$ cat config.mk
export PLATFORM = sky130hd
export DESIGN_NAME = stream_fifo
export DESIGN_NICKNAME = d
export VERILOG_FILES = /design/src/logic/stream_fifo.sv
export SDC_FILE = /design/constraint.sdc
export NUM_CORES = 1
export LEC_CHECK = 0
export ABC_CLOCK_PERIOD_IN_PS = 3700
export BUFFER_PORTS_ARGS = -buffer_cell sky130_fd_sc_hd__clkbuf_2
export CORE_ASPECT_RATIO = 0.75
export CORE_MARGIN = 4
export CORE_UTILIZATION = 30
export DETAILED_ROUTE_END_ITERATION = 10
export PLACE_DENSITY = 0.56
export SYNTH_ARGS = -nofsm -noshare
export SYNTH_HDL_FRONTEND = slang
export SYNTH_SLANG_ARGS = --single-unit
export TNS_END_PERCENT = 20
$ cat constraint.sdc
create_clock -name clk -period 3.7 [get_ports clk]
set_clock_uncertainty 0.1 [all_clocks]
set_input_delay 0.37 -clock clk [delete_from_list [all_inputs] [get_ports clk]]
set_output_delay 0.37 -clock clk [all_outputs]
set_load 0.005 [all_outputs]
$ cat src/logic/stream_fifo.sv
/*
 * small synchronous fifo with valid/ready on both sides.
 * assumes one clock and a synchronous active-low reset.
 */
`timescale 1ns/10ps
module stream_fifo #(
   parameter int WIDTH = 8,
   parameter int DEPTH = 8
) (
   // clock and reset
   input  wire logic             clk,
   input  wire logic             rstn,
   // fill side
   input  wire logic [WIDTH-1:0] in_data,
   input  wire logic             in_valid,
   output logic                  in_ready,
   // drain side
   output logic      [WIDTH-1:0] out_data,
   output logic                  out_valid,
   input  wire logic             out_ready
);
   localparam int AW = $clog2(DEPTH);

   initial begin
      if (DEPTH < 2 || (1 << AW) != DEPTH) begin
         $error("stream_fifo depth must be a power of two, at least 2");
      end
   end

   logic [WIDTH-1:0] mem [DEPTH];
   logic [AW:0]      wr_q;
   logic [AW:0]      rd_q;
   logic             push;
   logic             pop;

   assign in_ready  = (wr_q - rd_q) != (AW+1)'(DEPTH);
   assign out_valid = wr_q != rd_q;
   assign out_data  = mem[rd_q[AW-1:0]];
   assign push      = in_valid && in_ready;
   assign pop       = out_valid && out_ready;

   always_ff @(posedge clk) begin
      if (push) begin
         mem[wr_q[AW-1:0]] <= in_data;
      end
   end

   always_ff @(posedge clk) begin
      if (!rstn) begin
         wr_q <= '0;
         rd_q <= '0;
      end else begin
         if (push) begin
            wr_q <= wr_q + 1'b1;
         end
         if (pop) begin
            rd_q <= rd_q + 1'b1;
         end
      end
   end
endmodule : stream_fifo

==> results of run 1 <==
## cells by family after synthesis
| logic type | Yosys count | share of synthesized area [%] |
|---|---|---|
| AO/OA/AOI/OAI | 9 | 2.07 |
| XOR/XNOR | 5 | 1.87 |
| adder cells (fa/ha/maj) | 5 | 2.03 |
| buffers and inverters | 16 | 2.07 |
| flip-flops | 75 | 69.6 |
| multiplexers | 27 | 15.6 |
| AND/OR/NAND/NOR | 33 | 6.67 |
## flip-flops by register name, indices dropped and copies added, names as in the netlist, named ones only
signal  flops
mem        64
rd_q        4
wr_q        4
## area by class of cell
cell class	instances	area [um^2]
clock buffers	11	233
inverters	9	33.8
clock inverters	5	101
flip-flops and latches	75	2140
well taps	132	165
multi-input cells	79	913
fillers	910	6020
repair buffers	34	203
## final timing paths
| kind | startpoint | to | slack, ns | cells after the start |
|---|---|---|---|---|
| worst max-delay path | wr_q[1] | mem[4][1] | 0.90 | 6 |
| worst min-delay path | in_data[0] | mem[4][0] | 0.23 | 1 |
| worst max register to register | wr_q[1] | mem[4][1] | 0.90 | 6 |
| worst min register to register | wr_q[3] | wr_q[3] | 0.41 | 2 |
## layout by cell type, fill, tap and decap left out, drive strengths merged, types with 2 or more instances in the layout
cell and instances:
o211ai 2, nor2 6, mux4 16, bufinv 3, dfxtp 11, a21oi 2
inv 9, o31ai 2, ha 5, xor2 3, nor4 9, edfxtp 64
and3 2, nand2 4, buf 13, mux2i 3, nand2b 2, or4 2
clkbuf 32, mux2 8, nand3 3
## stage by stage
step	util, %	instances	hold slack, ns
after floorplan	-	170	0.369
after global placement	35.2	329	0.400
after detailed placement	35.2	329	0.417
after CTS	38.6	345	0.217
after global routing	38.6	345	0.240
final	38.6	345	0.229
## metal layers
layer  up-vias  track usage [%]  wire length, um
met4         0             4.06               91
met5         -                0                0
met2        45             16.1             2650
met1       840             15.2             2930
li1        752                -                -
met3        11             4.03              272
## power by group
part	total [mW]	switching (mW)	internal, mW
clock network	0.967	0.311	0.656
logic	0.235	0.110	0.125
registers	0.963	0.0209	0.942
total	2.17	0.442	1.72
==> out/results.ini, run 1 <==
[logic_synthesis]
synth_enable_flop_cells=64
area_fraction_of_the_dominant_cell_type_after_synthesis_pct=62.5
async_sr_flop_fraction_pct=0
ys.warnings.count=0
synthesis.nets=187
ys_types=32
synthCells=170
yosysSeqAreaShare_pct=69.7
postSynthAreaPerCell_um2=18.1
synth_most_common_cell=sky130_fd_sc_hd__edfxtp_1
ys.flop_type=sky130_fd_sc_hd__edfxtp_1
synth.cells.most_frequent=64 x sky130_fd_sc_hd__edfxtp_1, 16 x sky130_fd_sc_hd__mux4_2, 11 x sky130_fd_sc_hd__dfxtp_1
ys_top_cells_by_area=sky130_fd_sc_hd__edfxtp_1 62%, sky130_fd_sc_hd__mux4_2 12%, sky130_fd_sc_hd__dfxtp_1 7.2%
synth_top_cell_by_area=sky130_fd_sc_hd__edfxtp_1
synth.ff_latch_count=75
synthesis.area_mm2=0.00308

[setup_path]
worstPathCellList=ha_1, and2b_1, o211a_1, or3_1, nor4_2, buf_4
crit_path_largest_cell_delay_ns=0.55
worst_path_dominant_cell_family=simple AND/OR/NAND/NOR gates
critPathCaptureType=register
timing.critical_path.slowest_stage_cell=sky130_fd_sc_hd__dfxtp_1
critPathLaunchType=register
cp_max_fo=9
cp_data_required_time_ns=3.63
crit_buf_inv=1
arrival_ns=2.72
criticalPathCategory=reg2reg

[floorplanning]
initial_standard_cell_utilization_of_the_core_pct=31.3
die_x_um=125
die-height_um=95.7
io_pins=22
core-area_mm2=0.00981
placementRows=31
die_area_mm2=0.0120

[clock_network]
cts_tree=built
quantity_of_gates_resized_following_cts=0
htree_num_levels=3
cts_inserted_buffers=9
hold_bufs_at_cts=0
postCtsSetupRepairBufs=0
clkSlewWorstSetupHoldPaths_ns=0.06
cts_sinks=75
clk_root_buffer_cell=sky130_fd_sc_hd__clkbuf_16
max-clock-path-buffers=2
worst_skew_pair.late_latency_ns=0.33

[route]
num_vias=1648
number_of_detailed_route_iterations_in_the_first_pass=4
wl_mm=5.95
routed_wire_length_per_instance_um=17.2
avgViaCountPerCell=4.78
first_iter_violations=121
postRouteAntennaNets=0
remaining_drc_errors=0

[grt]
first_global_vias=1716
grt_start_max_net_pins=17
track_usage_pct=11.1
global_route.overflow_total=0
grt_antenna_before_repair=0
grt_pass1_wl_mm=9.54

[timing]
drv_slew=0
layout_worst_path_cycle_share_pct=75.5
timing.max_slew.rel_slack_pct=45.3
postLayoutSetupSlackWorst_ns=0.905
worst_pin_slew_ns=0.819
report.final.setup_viol=0
fin_crit_ns=2.80
max_freq_mhz=358
grt_setup_unrepaired=false
tns_ns=0
final_hold_viol_count=0

[cells_and_area]
fin_area_mm2=0.00379
syn_to_final_growth_pct=23.3
antennaDiodeCount=0
finalNetCount=225
post_route_cells_drive_above_1_share_pct=37.6

[pwr]
power.static_leakage_nw=1.30
vdd_ir_drop_max_mv=0.228
finalPower_mw=2.17
cellPowerDensity_mw_per_mm2=571

[status]
outcome=finished, final reports clean

[placed_design]
finalWeightedCongestion=0.736
dpl_worst_slack_ns=0.903
placedInstanceArea_mm2=0.00346
dp.final_hpwl_mm=3.99
port_buffers=21

[min_path]
class_of_the_worst_hold_path=in2reg

[flow_run]
maxCapViolations=0

No activity file was read; power rests on OpenSTA's default activity.
==> inputs of run 2 (changes only) <==
--- a/config.mk
+++ b/config.mk
@@ -5,13 +5,13 @@
 export SDC_FILE = /design/constraint.sdc
 export NUM_CORES = 1
 export LEC_CHECK = 0
-export ABC_CLOCK_PERIOD_IN_PS = 3700
+export ABC_CLOCK_PERIOD_IN_PS = 2430
 export BUFFER_PORTS_ARGS = -buffer_cell sky130_fd_sc_hd__clkbuf_2
 export CORE_ASPECT_RATIO = 0.75
 export CORE_MARGIN = 4
 export CORE_UTILIZATION = 30
 export DETAILED_ROUTE_END_ITERATION = 10
-export PLACE_DENSITY = 0.56
+export PLACE_DENSITY = 0.58
 export SYNTH_ARGS = -nofsm -noshare
 export SYNTH_HDL_FRONTEND = slang
 export SYNTH_SLANG_ARGS = --single-unit
==> constraint.sdc (replaced) <==
create_clock -name clk -period 2.43 [get_ports clk]
set_clock_uncertainty 0.1 [all_clocks]
set_input_delay 0.243 -clock clk [delete_from_list [all_inputs] [get_ports clk]]
set_output_delay 0.243 -clock clk [all_outputs]
set_load 0.005 [all_outputs]
==> out/results.ini, run 2 (synthesis results as in run 1) <==
[cells_and_area]
fin_area_mm2=0.00412  ; was 0.00379 mm^2
number_of_fill_cells_in_the_layout=875  ; was 910
fin_cells=369  ; was 345
finalNetCount=249  ; was 225
layout.cells.most_common_list=64 x sky130_fd_sc_hd__edfxtp_1, 28 x sky130_fd_sc_hd__buf_4, 21 x sky130_fd_sc_hd__clkbuf_2  ; was 64 x sky130_fd_sc_hd__edfxtp_1, 21 x sky130_fd_sc_hd__clkbuf_2, 16 x sky130_fd_sc_hd__mux4_2
post_route_cells_drive_above_1_share_pct=49.8  ; was 37.6%
syn_to_final_growth_pct=33.8  ; was 23.3%
final_util_pct=41.9  ; was 38.6%
largest_reg_flops=64  ; unchanged
layout.cells.most_common=sky130_fd_sc_hd__edfxtp_1  ; unchanged
antennaDiodeCount=0  ; unchanged

[setup_path]
worst_setup_path_startpoint=wr_q[1]  ; unchanged
critPathCaptureType=register  ; unchanged
arrival_ns=2.40  ; was 2.72 ns
cp_max_fo=3  ; was 9
critPathLaunchType=register  ; unchanged
cp_data_required_time_ns=2.37  ; was 3.63 ns
critical_path.reg2reg.startpoint=wr_q[1]  ; unchanged
criticalPathCategory=reg2reg  ; unchanged

[grt]
first_global_vias=1764  ; was 1,716
grt_pass1_wl_mm=9.83  ; was 9.54 mm
track_usage_pct=11.2  ; was 11.1%
grt_antenna_before_repair=0  ; unchanged
grt_start_max_net_pins=17  ; unchanged
global_route.overflow_total=0  ; unchanged

[timing]
final.hold.worst_slack_ns=0.103  ; was 0.229 ns
tns_ns=-0.301  ; was 0 ns
worst_pin_slew_ns=0.535  ; was 0.819 ns
drv_slew=0  ; unchanged
timing.max_slew.rel_slack_pct=64.3  ; was 45.3%
report.final.setup_viol=23  ; was 0
grt_setup_unrepaired=true  ; was false
final_hold_viol_count=0  ; unchanged
max_freq_mhz=407  ; was 358 MHz
postLayoutSetupSlackWorst_ns=-0.0284  ; was 0.905 ns
layout_worst_path_cycle_share_pct=101  ; was 75.5%
fin_crit_ns=2.46  ; was 2.80 ns

[clock_network]
clk_root_buffer_cell=sky130_fd_sc_hd__clkbuf_16  ; unchanged
clkSlewWorstSetupHoldPaths_ns=0.06  ; about the same
cts_sinks=75  ; unchanged
worst_skew_pair.late_latency_ns=0.33  ; about the same
max-clock-path-buffers=2  ; unchanged
hold_bufs_at_cts=0  ; unchanged
cts_inserted_buffers=9  ; unchanged
cts_tree=built  ; unchanged
htree_num_levels=3  ; unchanged

[pwr]
power.static_leakage_nw=1.41  ; was 1.30 nW
cellPowerDensity_mw_per_mm2=781  ; was 571 mW/mm^2
finalPower_mw=3.22  ; was 2.17 mW
vdd_ir_drop_max_mv=0.458  ; was 0.228 mV

[floorplanning]
initial_standard_cell_utilization_of_the_core_pct=31.3  ; unchanged
die_x_um=125  ; unchanged
core-area_mm2=0.00981  ; unchanged
die_area_mm2=0.0120  ; unchanged
die-height_um=95.7  ; unchanged
io_pins=22  ; unchanged
placementRows=31  ; unchanged

[placed_design]
dpl_worst_slack_ns=-0.116  ; was 0.903 ns
placedInstanceArea_mm2=0.00372  ; was 0.00346 mm^2
finalWeightedCongestion=0.761  ; was 0.736
port_buffers=21  ; unchanged
placedCellCount=349  ; was 329
dp.final_hpwl_mm=4.27  ; was 3.99 mm

[route]
number_of_detailed_route_iterations_in_the_first_pass=5  ; was 4
routed_wire_length_per_instance_um=16.6  ; was 17.2 um
num_vias=1716  ; was 1,648
first_iter_violations=138  ; was 121
remaining_drc_errors=0  ; unchanged
wl_mm=6.14  ; was 5.95 mm
postRouteAntennaNets=0  ; unchanged
avgViaCountPerCell=4.65  ; was 4.78

[status]
outcome=finished with violations  ; was finished, final reports clean
failed_checks=negative setup slack

[flow_run]
maxCapViolations=0  ; unchanged

[min_path]
hold_path_startpoint=in_data[1]  ; was in_data[0]
class_of_the_worst_hold_path=in2reg  ; unchanged

## run 2: cell count changes in the layout (fill, tap and decap cells not counted), sizes merged
cell	change
clkinvlp	+2
bufinv	-2
buf	+24
## run 2: where the power goes
part / switching [mW] / internal (mW)
logic: 0.215 / 0.258
registers: 0.0146 / 1.43
clock network: 0.495 / 0.800
## run 2: worst max-delay path, cell delays in order, from the launching register on
cell and delay (ns):
sky130_fd_sc_hd__dfxtp_4 0.35, sky130_fd_sc_hd__ha_4 0.23, sky130_fd_sc_hd__and2b_2 0.20, sky130_fd_sc_hd__o211a_4 0.23, sky130_fd_sc_hd__or3_4 0.40, sky130_fd_sc_hd__buf_8 0.14
sky130_fd_sc_hd__buf_12 0.12, sky130_fd_sc_hd__nor4_4 0.19, sky130_fd_sc_hd__buf_4 0.20
## run 2: path summary, 6_finish.rpt
check              endpoint  slack [ns]  cells past startpoint
setup reg to reg  mem[4][2]       -0.03                      8
hold / removal    mem[3][1]        0.10                      1
hold reg to reg     wr_q[3]        0.41                      2
setup / recovery  mem[4][2]       -0.03                      8
## run 2: final cells by class
| cell class | instances | area (um^2) | share of cell area [%] |
|---|---|---|---|
| clock buffers | 11 | 233 | 5.65 |
| flip-flops and latches | 75 | 2150 | 52.2 |
| multi-input cells | 79 | 1030 | 25.0 |
| repair buffers | 58 | 438 | 10.6 |
| inverters | 9 | 37.5 | 0.912 |
| well taps | 132 | 165 | 4.01 |
| clock inverters | 5 | 62.6 | 1.52 |
## run 2: repair_timing
item	4_1_cts	5_1_grt
buffers inserted	0	4
resized for setup	5	8
cloned	0	0
pin swaps	2	3
endpoints found under the setup margin	56	40
## run 2: layer usage
layer	share of wire [%]	routed length, um	vias to the layer above	global-route usage [%]
met3	3.8	235	9	4.20
li1	-	-	809	-
met5	0	0	-	0
met1	50	3050	866	14.9
met4	1.4	83	0	3.52
met2	45	2770	32	17.1
==> inputs of run 3 (changes only) <==
--- a/config.mk
+++ b/config.mk
@@ -5,6 +5,7 @@
 export SDC_FILE = /design/constraint.sdc
 export NUM_CORES = 1
 export LEC_CHECK = 0
+export ABC_AREA = 1
 export ABC_CLOCK_PERIOD_IN_PS = 2430
 export BUFFER_PORTS_ARGS = -buffer_cell sky130_fd_sc_hd__clkbuf_2
 export CORE_ASPECT_RATIO = 0.75
==> out/results.ini, run 3 <==
[clock_network]
max-clock-path-buffers=2  ; unchanged
clk_root_buffer_cell=sky130_fd_sc_hd__clkbuf_16  ; unchanged
cts_sinks=75  ; unchanged
cts_tree=built  ; unchanged
cts_inserted_buffers=9  ; unchanged
htree_num_levels=3  ; unchanged
postCtsSetupRepairBufs=0  ; unchanged
hold_bufs_at_cts=0  ; unchanged
clkSlewWorstSetupHoldPaths_ns=0.05  ; was 0.06 ns
worst_skew_pair.late_latency_ns=0.33  ; about the same
quantity_of_gates_resized_following_cts=0  ; was 5

[setup_path]
ff2ff_setup_slack_ns=0.26  ; was -0.03 ns
critPathLaunchType=register  ; unchanged
worstReg2RegEnd=mem[5][7]  ; was mem[4][2]
worst_r2r_path_depth=10  ; was 8
critPathCaptureType=register  ; unchanged
cp_max_fo=11  ; was 3
critical_path.reg2reg.startpoint=wr_q[0]  ; was wr_q[1]
cp_data_required_time_ns=2.36  ; was 2.37 ns
criticalPathCategory=reg2reg  ; unchanged
arrival_ns=2.09  ; was 2.40 ns

[timing]
drv_slew=0  ; unchanged
fin_crit_ns=2.17  ; was 2.46 ns
worst_pin_slew_ns=0.368  ; was 0.535 ns
final_hold_viol_count=0  ; unchanged
layout_worst_path_cycle_share_pct=89.1  ; was 101%
timing.max_slew.rel_slack_pct=75.5  ; was 64.3%
report.final.setup_viol=0  ; was 23
max_freq_mhz=462  ; was 407 MHz
tns_ns=0  ; was -0.301 ns
grt_setup_unrepaired=false  ; was true
final.hold.worst_slack_ns=0.103  ; about the same

[floorplanning]
io_pins=22  ; unchanged
die_x_um=126  ; was 125 um
die-height_um=96.5  ; was 95.7 um
placementRows=31  ; unchanged
initial_standard_cell_utilization_of_the_core_pct=31.5  ; was 31.3%
core-area_mm2=0.00993  ; was 0.00981 mm^2
die_area_mm2=0.0122  ; was 0.0120 mm^2

[logic_synthesis]
yosysSeqAreaShare_pct=68.4  ; was 69.7%
ys_types=22  ; was 32
synth_enable_flop_cells=64  ; unchanged
async_sr_flop_fraction_pct=0  ; unchanged
synthCells=280  ; was 170
postSynthAreaPerCell_um2=11.2  ; was 18.1 um^2
synth.ff_latch_count=75  ; unchanged
synth.cells.most_frequent=64 x sky130_fd_sc_hd__edfxtp_1, 61 x sky130_fd_sc_hd__nor2_1, 50 x sky130_fd_sc_hd__nand2_1  ; was 64 x sky130_fd_sc_hd__edfxtp_1, 16 x sky130_fd_sc_hd__mux4_2, 11 x sky130_fd_sc_hd__dfxtp_1
synthesis.nets=297  ; was 187
ys.warnings.count=0  ; unchanged
synth_most_common_cell=sky130_fd_sc_hd__edfxtp_1  ; unchanged
ys_top_cells_by_area=sky130_fd_sc_hd__edfxtp_1 61%, sky130_fd_sc_hd__nor2_1 7.3%, sky130_fd_sc_hd__dfxtp_1 7.0%  ; was sky130_fd_sc_hd__edfxtp_1 62%, sky130_fd_sc_hd__mux4_2 12%, sky130_fd_sc_hd__dfxtp_1 7.2%
synth_top_cell_by_area=sky130_fd_sc_hd__edfxtp_1  ; unchanged
ys.flop_type=sky130_fd_sc_hd__edfxtp_1  ; unchanged
synthesis.area_mm2=0.00313  ; was 0.00308 mm^2
area_fraction_of_the_dominant_cell_type_after_synthesis_pct=61.4  ; was 62.5%

[cells_and_area]
multi_input_area_um2=856  ; was 0.00103 mm^2
finalNetCount=331  ; was 249
final_util_pct=37.8  ; was 41.9%
post_route_cells_drive_above_1_share_pct=17.0  ; was 49.8%
layout.cells.most_common=sky130_fd_sc_hd__edfxtp_1  ; unchanged
layout.cells.most_common_list=64 x sky130_fd_sc_hd__edfxtp_1, 61 x sky130_fd_sc_hd__nor2_1, 50 x sky130_fd_sc_hd__nand2_1  ; was 64 x sky130_fd_sc_hd__edfxtp_1, 28 x sky130_fd_sc_hd__buf_4, 21 x sky130_fd_sc_hd__clkbuf_2
fin_area_mm2=0.00375  ; was 0.00412 mm^2
antennaDiodeCount=0  ; unchanged
syn_to_final_growth_pct=19.8  ; was 33.8%
largest_reg_flops=64  ; unchanged
sequential_cell_area_mm2=0.00214  ; was 0.00215 mm^2
number_of_fill_cells_in_the_layout=974  ; was 875

[grt]
grt_start_max_net_pins=33  ; was 17
first_global_vias=1979  ; was 1,764
groute.layer.met1.usage_pct=16.5  ; was 14.9%
track_usage_pct=11.8  ; was 11.2%
met3_use_gr_pct=3.63  ; was 4.20%
grt_pass1_wl_mm=10.7  ; was 9.83 mm
use_met2_pct=17.2  ; was 17.1%
grt_antenna_before_repair=0  ; unchanged
global_route.overflow_total=0  ; unchanged
most_used_routing_layer_in_global_routing=met2  ; unchanged

[placed_design]
port_buffers=21  ; unchanged
placedInstanceArea_mm2=0.00344  ; was 0.00372 mm^2
dp.final_hpwl_mm=4.34  ; was 4.27 mm
finalWeightedCongestion=0.767  ; was 0.761

[pwr]
vdd_ir_drop_max_mv=0.396  ; was 0.458 mV
power.static_leakage_nw=1.42  ; was 1.41 nW
finalPower_mw=3.34  ; was 3.22 mW
cellPowerDensity_mw_per_mm2=890  ; was 781 mW/mm^2

[route]
wl_mm=6.70  ; was 6.14 mm
remaining_drc_errors=0  ; unchanged
num_vias=2085  ; was 1,716
routed_wire_length_per_instance_um=14.9  ; was 16.6 um
avgViaCountPerCell=4.63  ; was 4.65
postRouteAntennaNets=0  ; unchanged
first_iter_violations=227  ; was 138
number_of_detailed_route_iterations_in_the_first_pass=4  ; was 5

[min_path]
class_of_the_worst_hold_path=in2reg  ; unchanged
worstHoldPathCells=1  ; unchanged
hold-path-endpoint=mem[5][5]  ; was mem[3][1]
hold_path_startpoint=in_data[5]  ; was in_data[1]

[flow_run]
maxCapViolations=0  ; unchanged

[status]
outcome=finished, final reports clean  ; was finished with violations

run 3: cell types whose count changed in the layout (fill, tap and decap cells not counted), moves of 4 or more:
cell	previous run	this run
sky130_fd_sc_hd__nor2_1	6	61
sky130_fd_sc_hd__nand2_1	4	50
sky130_fd_sc_hd__o21ai_0	0	18
sky130_fd_sc_hd__mux4_2	16	0
sky130_fd_sc_hd__o32ai_1	0	16
sky130_fd_sc_hd__buf_4	28	13
sky130_fd_sc_hd__inv_1	7	20
sky130_fd_sc_hd__mux2_2	8	0
sky130_fd_sc_hd__nor4_4	7	0
sky130_fd_sc_hd__buf_6	6	0
sky130_fd_sc_hd__a21oi_1	2	7
sky130_fd_sc_hd__dfxtp_1	7	11
sky130_fd_sc_hd__nand3_1	3	7
run 3: metal layers:
layer / up-vias / wire (um)
li1: 1044 / -
met1: 984 / 3490
met2: 50 / 2770
met3: 7 / 355
met4: 0 / 80
met5: - / 0
run 3: final cells by class:
type,instances,share of cell area (%)
inverters,21,2.10
clock inverters,6,2.17
repair buffers,34,5.40
clock buffers,9,6.00
flip-flops and latches,75,57.1
multi-input cells,173,22.8
well taps,132,4.40
run 3: logic make-up after synthesis:
logic type      count (synthesis)  share of synthesized area (%)
simple gates                  124                           16.1
flops                          75                           68.4
compound gates                 43                           8.99
buf+inv                        32                           4.24
fa+ha+maj                       5                           2.00
xor+xnor                        1                          0.280
run 3: how the worst max path moves through the flow:
stage	from	endpoint	cells past startpoint
floorplan	wr_q[0]	mem[0][0]	10
global placement	wr_q[0]	mem[5][2]	10
finish	wr_q[0]	mem[5][7]	10
detailed placement	wr_q[0]	mem[5][7]	10
CTS	wr_q[0]	mem[5][7]	10
global route	wr_q[0]	mem[5][7]	12
run 3: per-stage QoR:
step / setup slack (ns) / std cells
3_5_place_dp: 0.266 / 435
3_3_place_gp: 0.392 / 435
4_1_cts: 0.254 / 450
6_report: 0.265 / 450
5_1_grt: 0.0920 / 450
2_1_floorplan: 0.389 / 280
run 3: power by group:
part | switching (mW) | internal (mW) | total, mW
sequential | 0.0236 | 1.45 | 1.47
clock | 0.482 | 0.885 | 1.37
combinational | 0.314 | 0.189 | 0.503
run 3: critical path, cell delays in order, from the launching register on:
cell and delay [ns]:
sky130_fd_sc_hd__dfxtp_1 0.39, sky130_fd_sc_hd__inv_1 0.11, sky130_fd_sc_hd__ha_1 0.30, sky130_fd_sc_hd__nand2_1 0.06
sky130_fd_sc_hd__inv_1 0.05, sky130_fd_sc_hd__nand2_1 0.07, sky130_fd_sc_hd__inv_1 0.05, sky130_fd_sc_hd__nand3_2 0.21
sky130_fd_sc_hd__nand3_1 0.18, sky130_fd_sc_hd__nor2_1 0.14, sky130_fd_sc_hd__buf_4 0.21
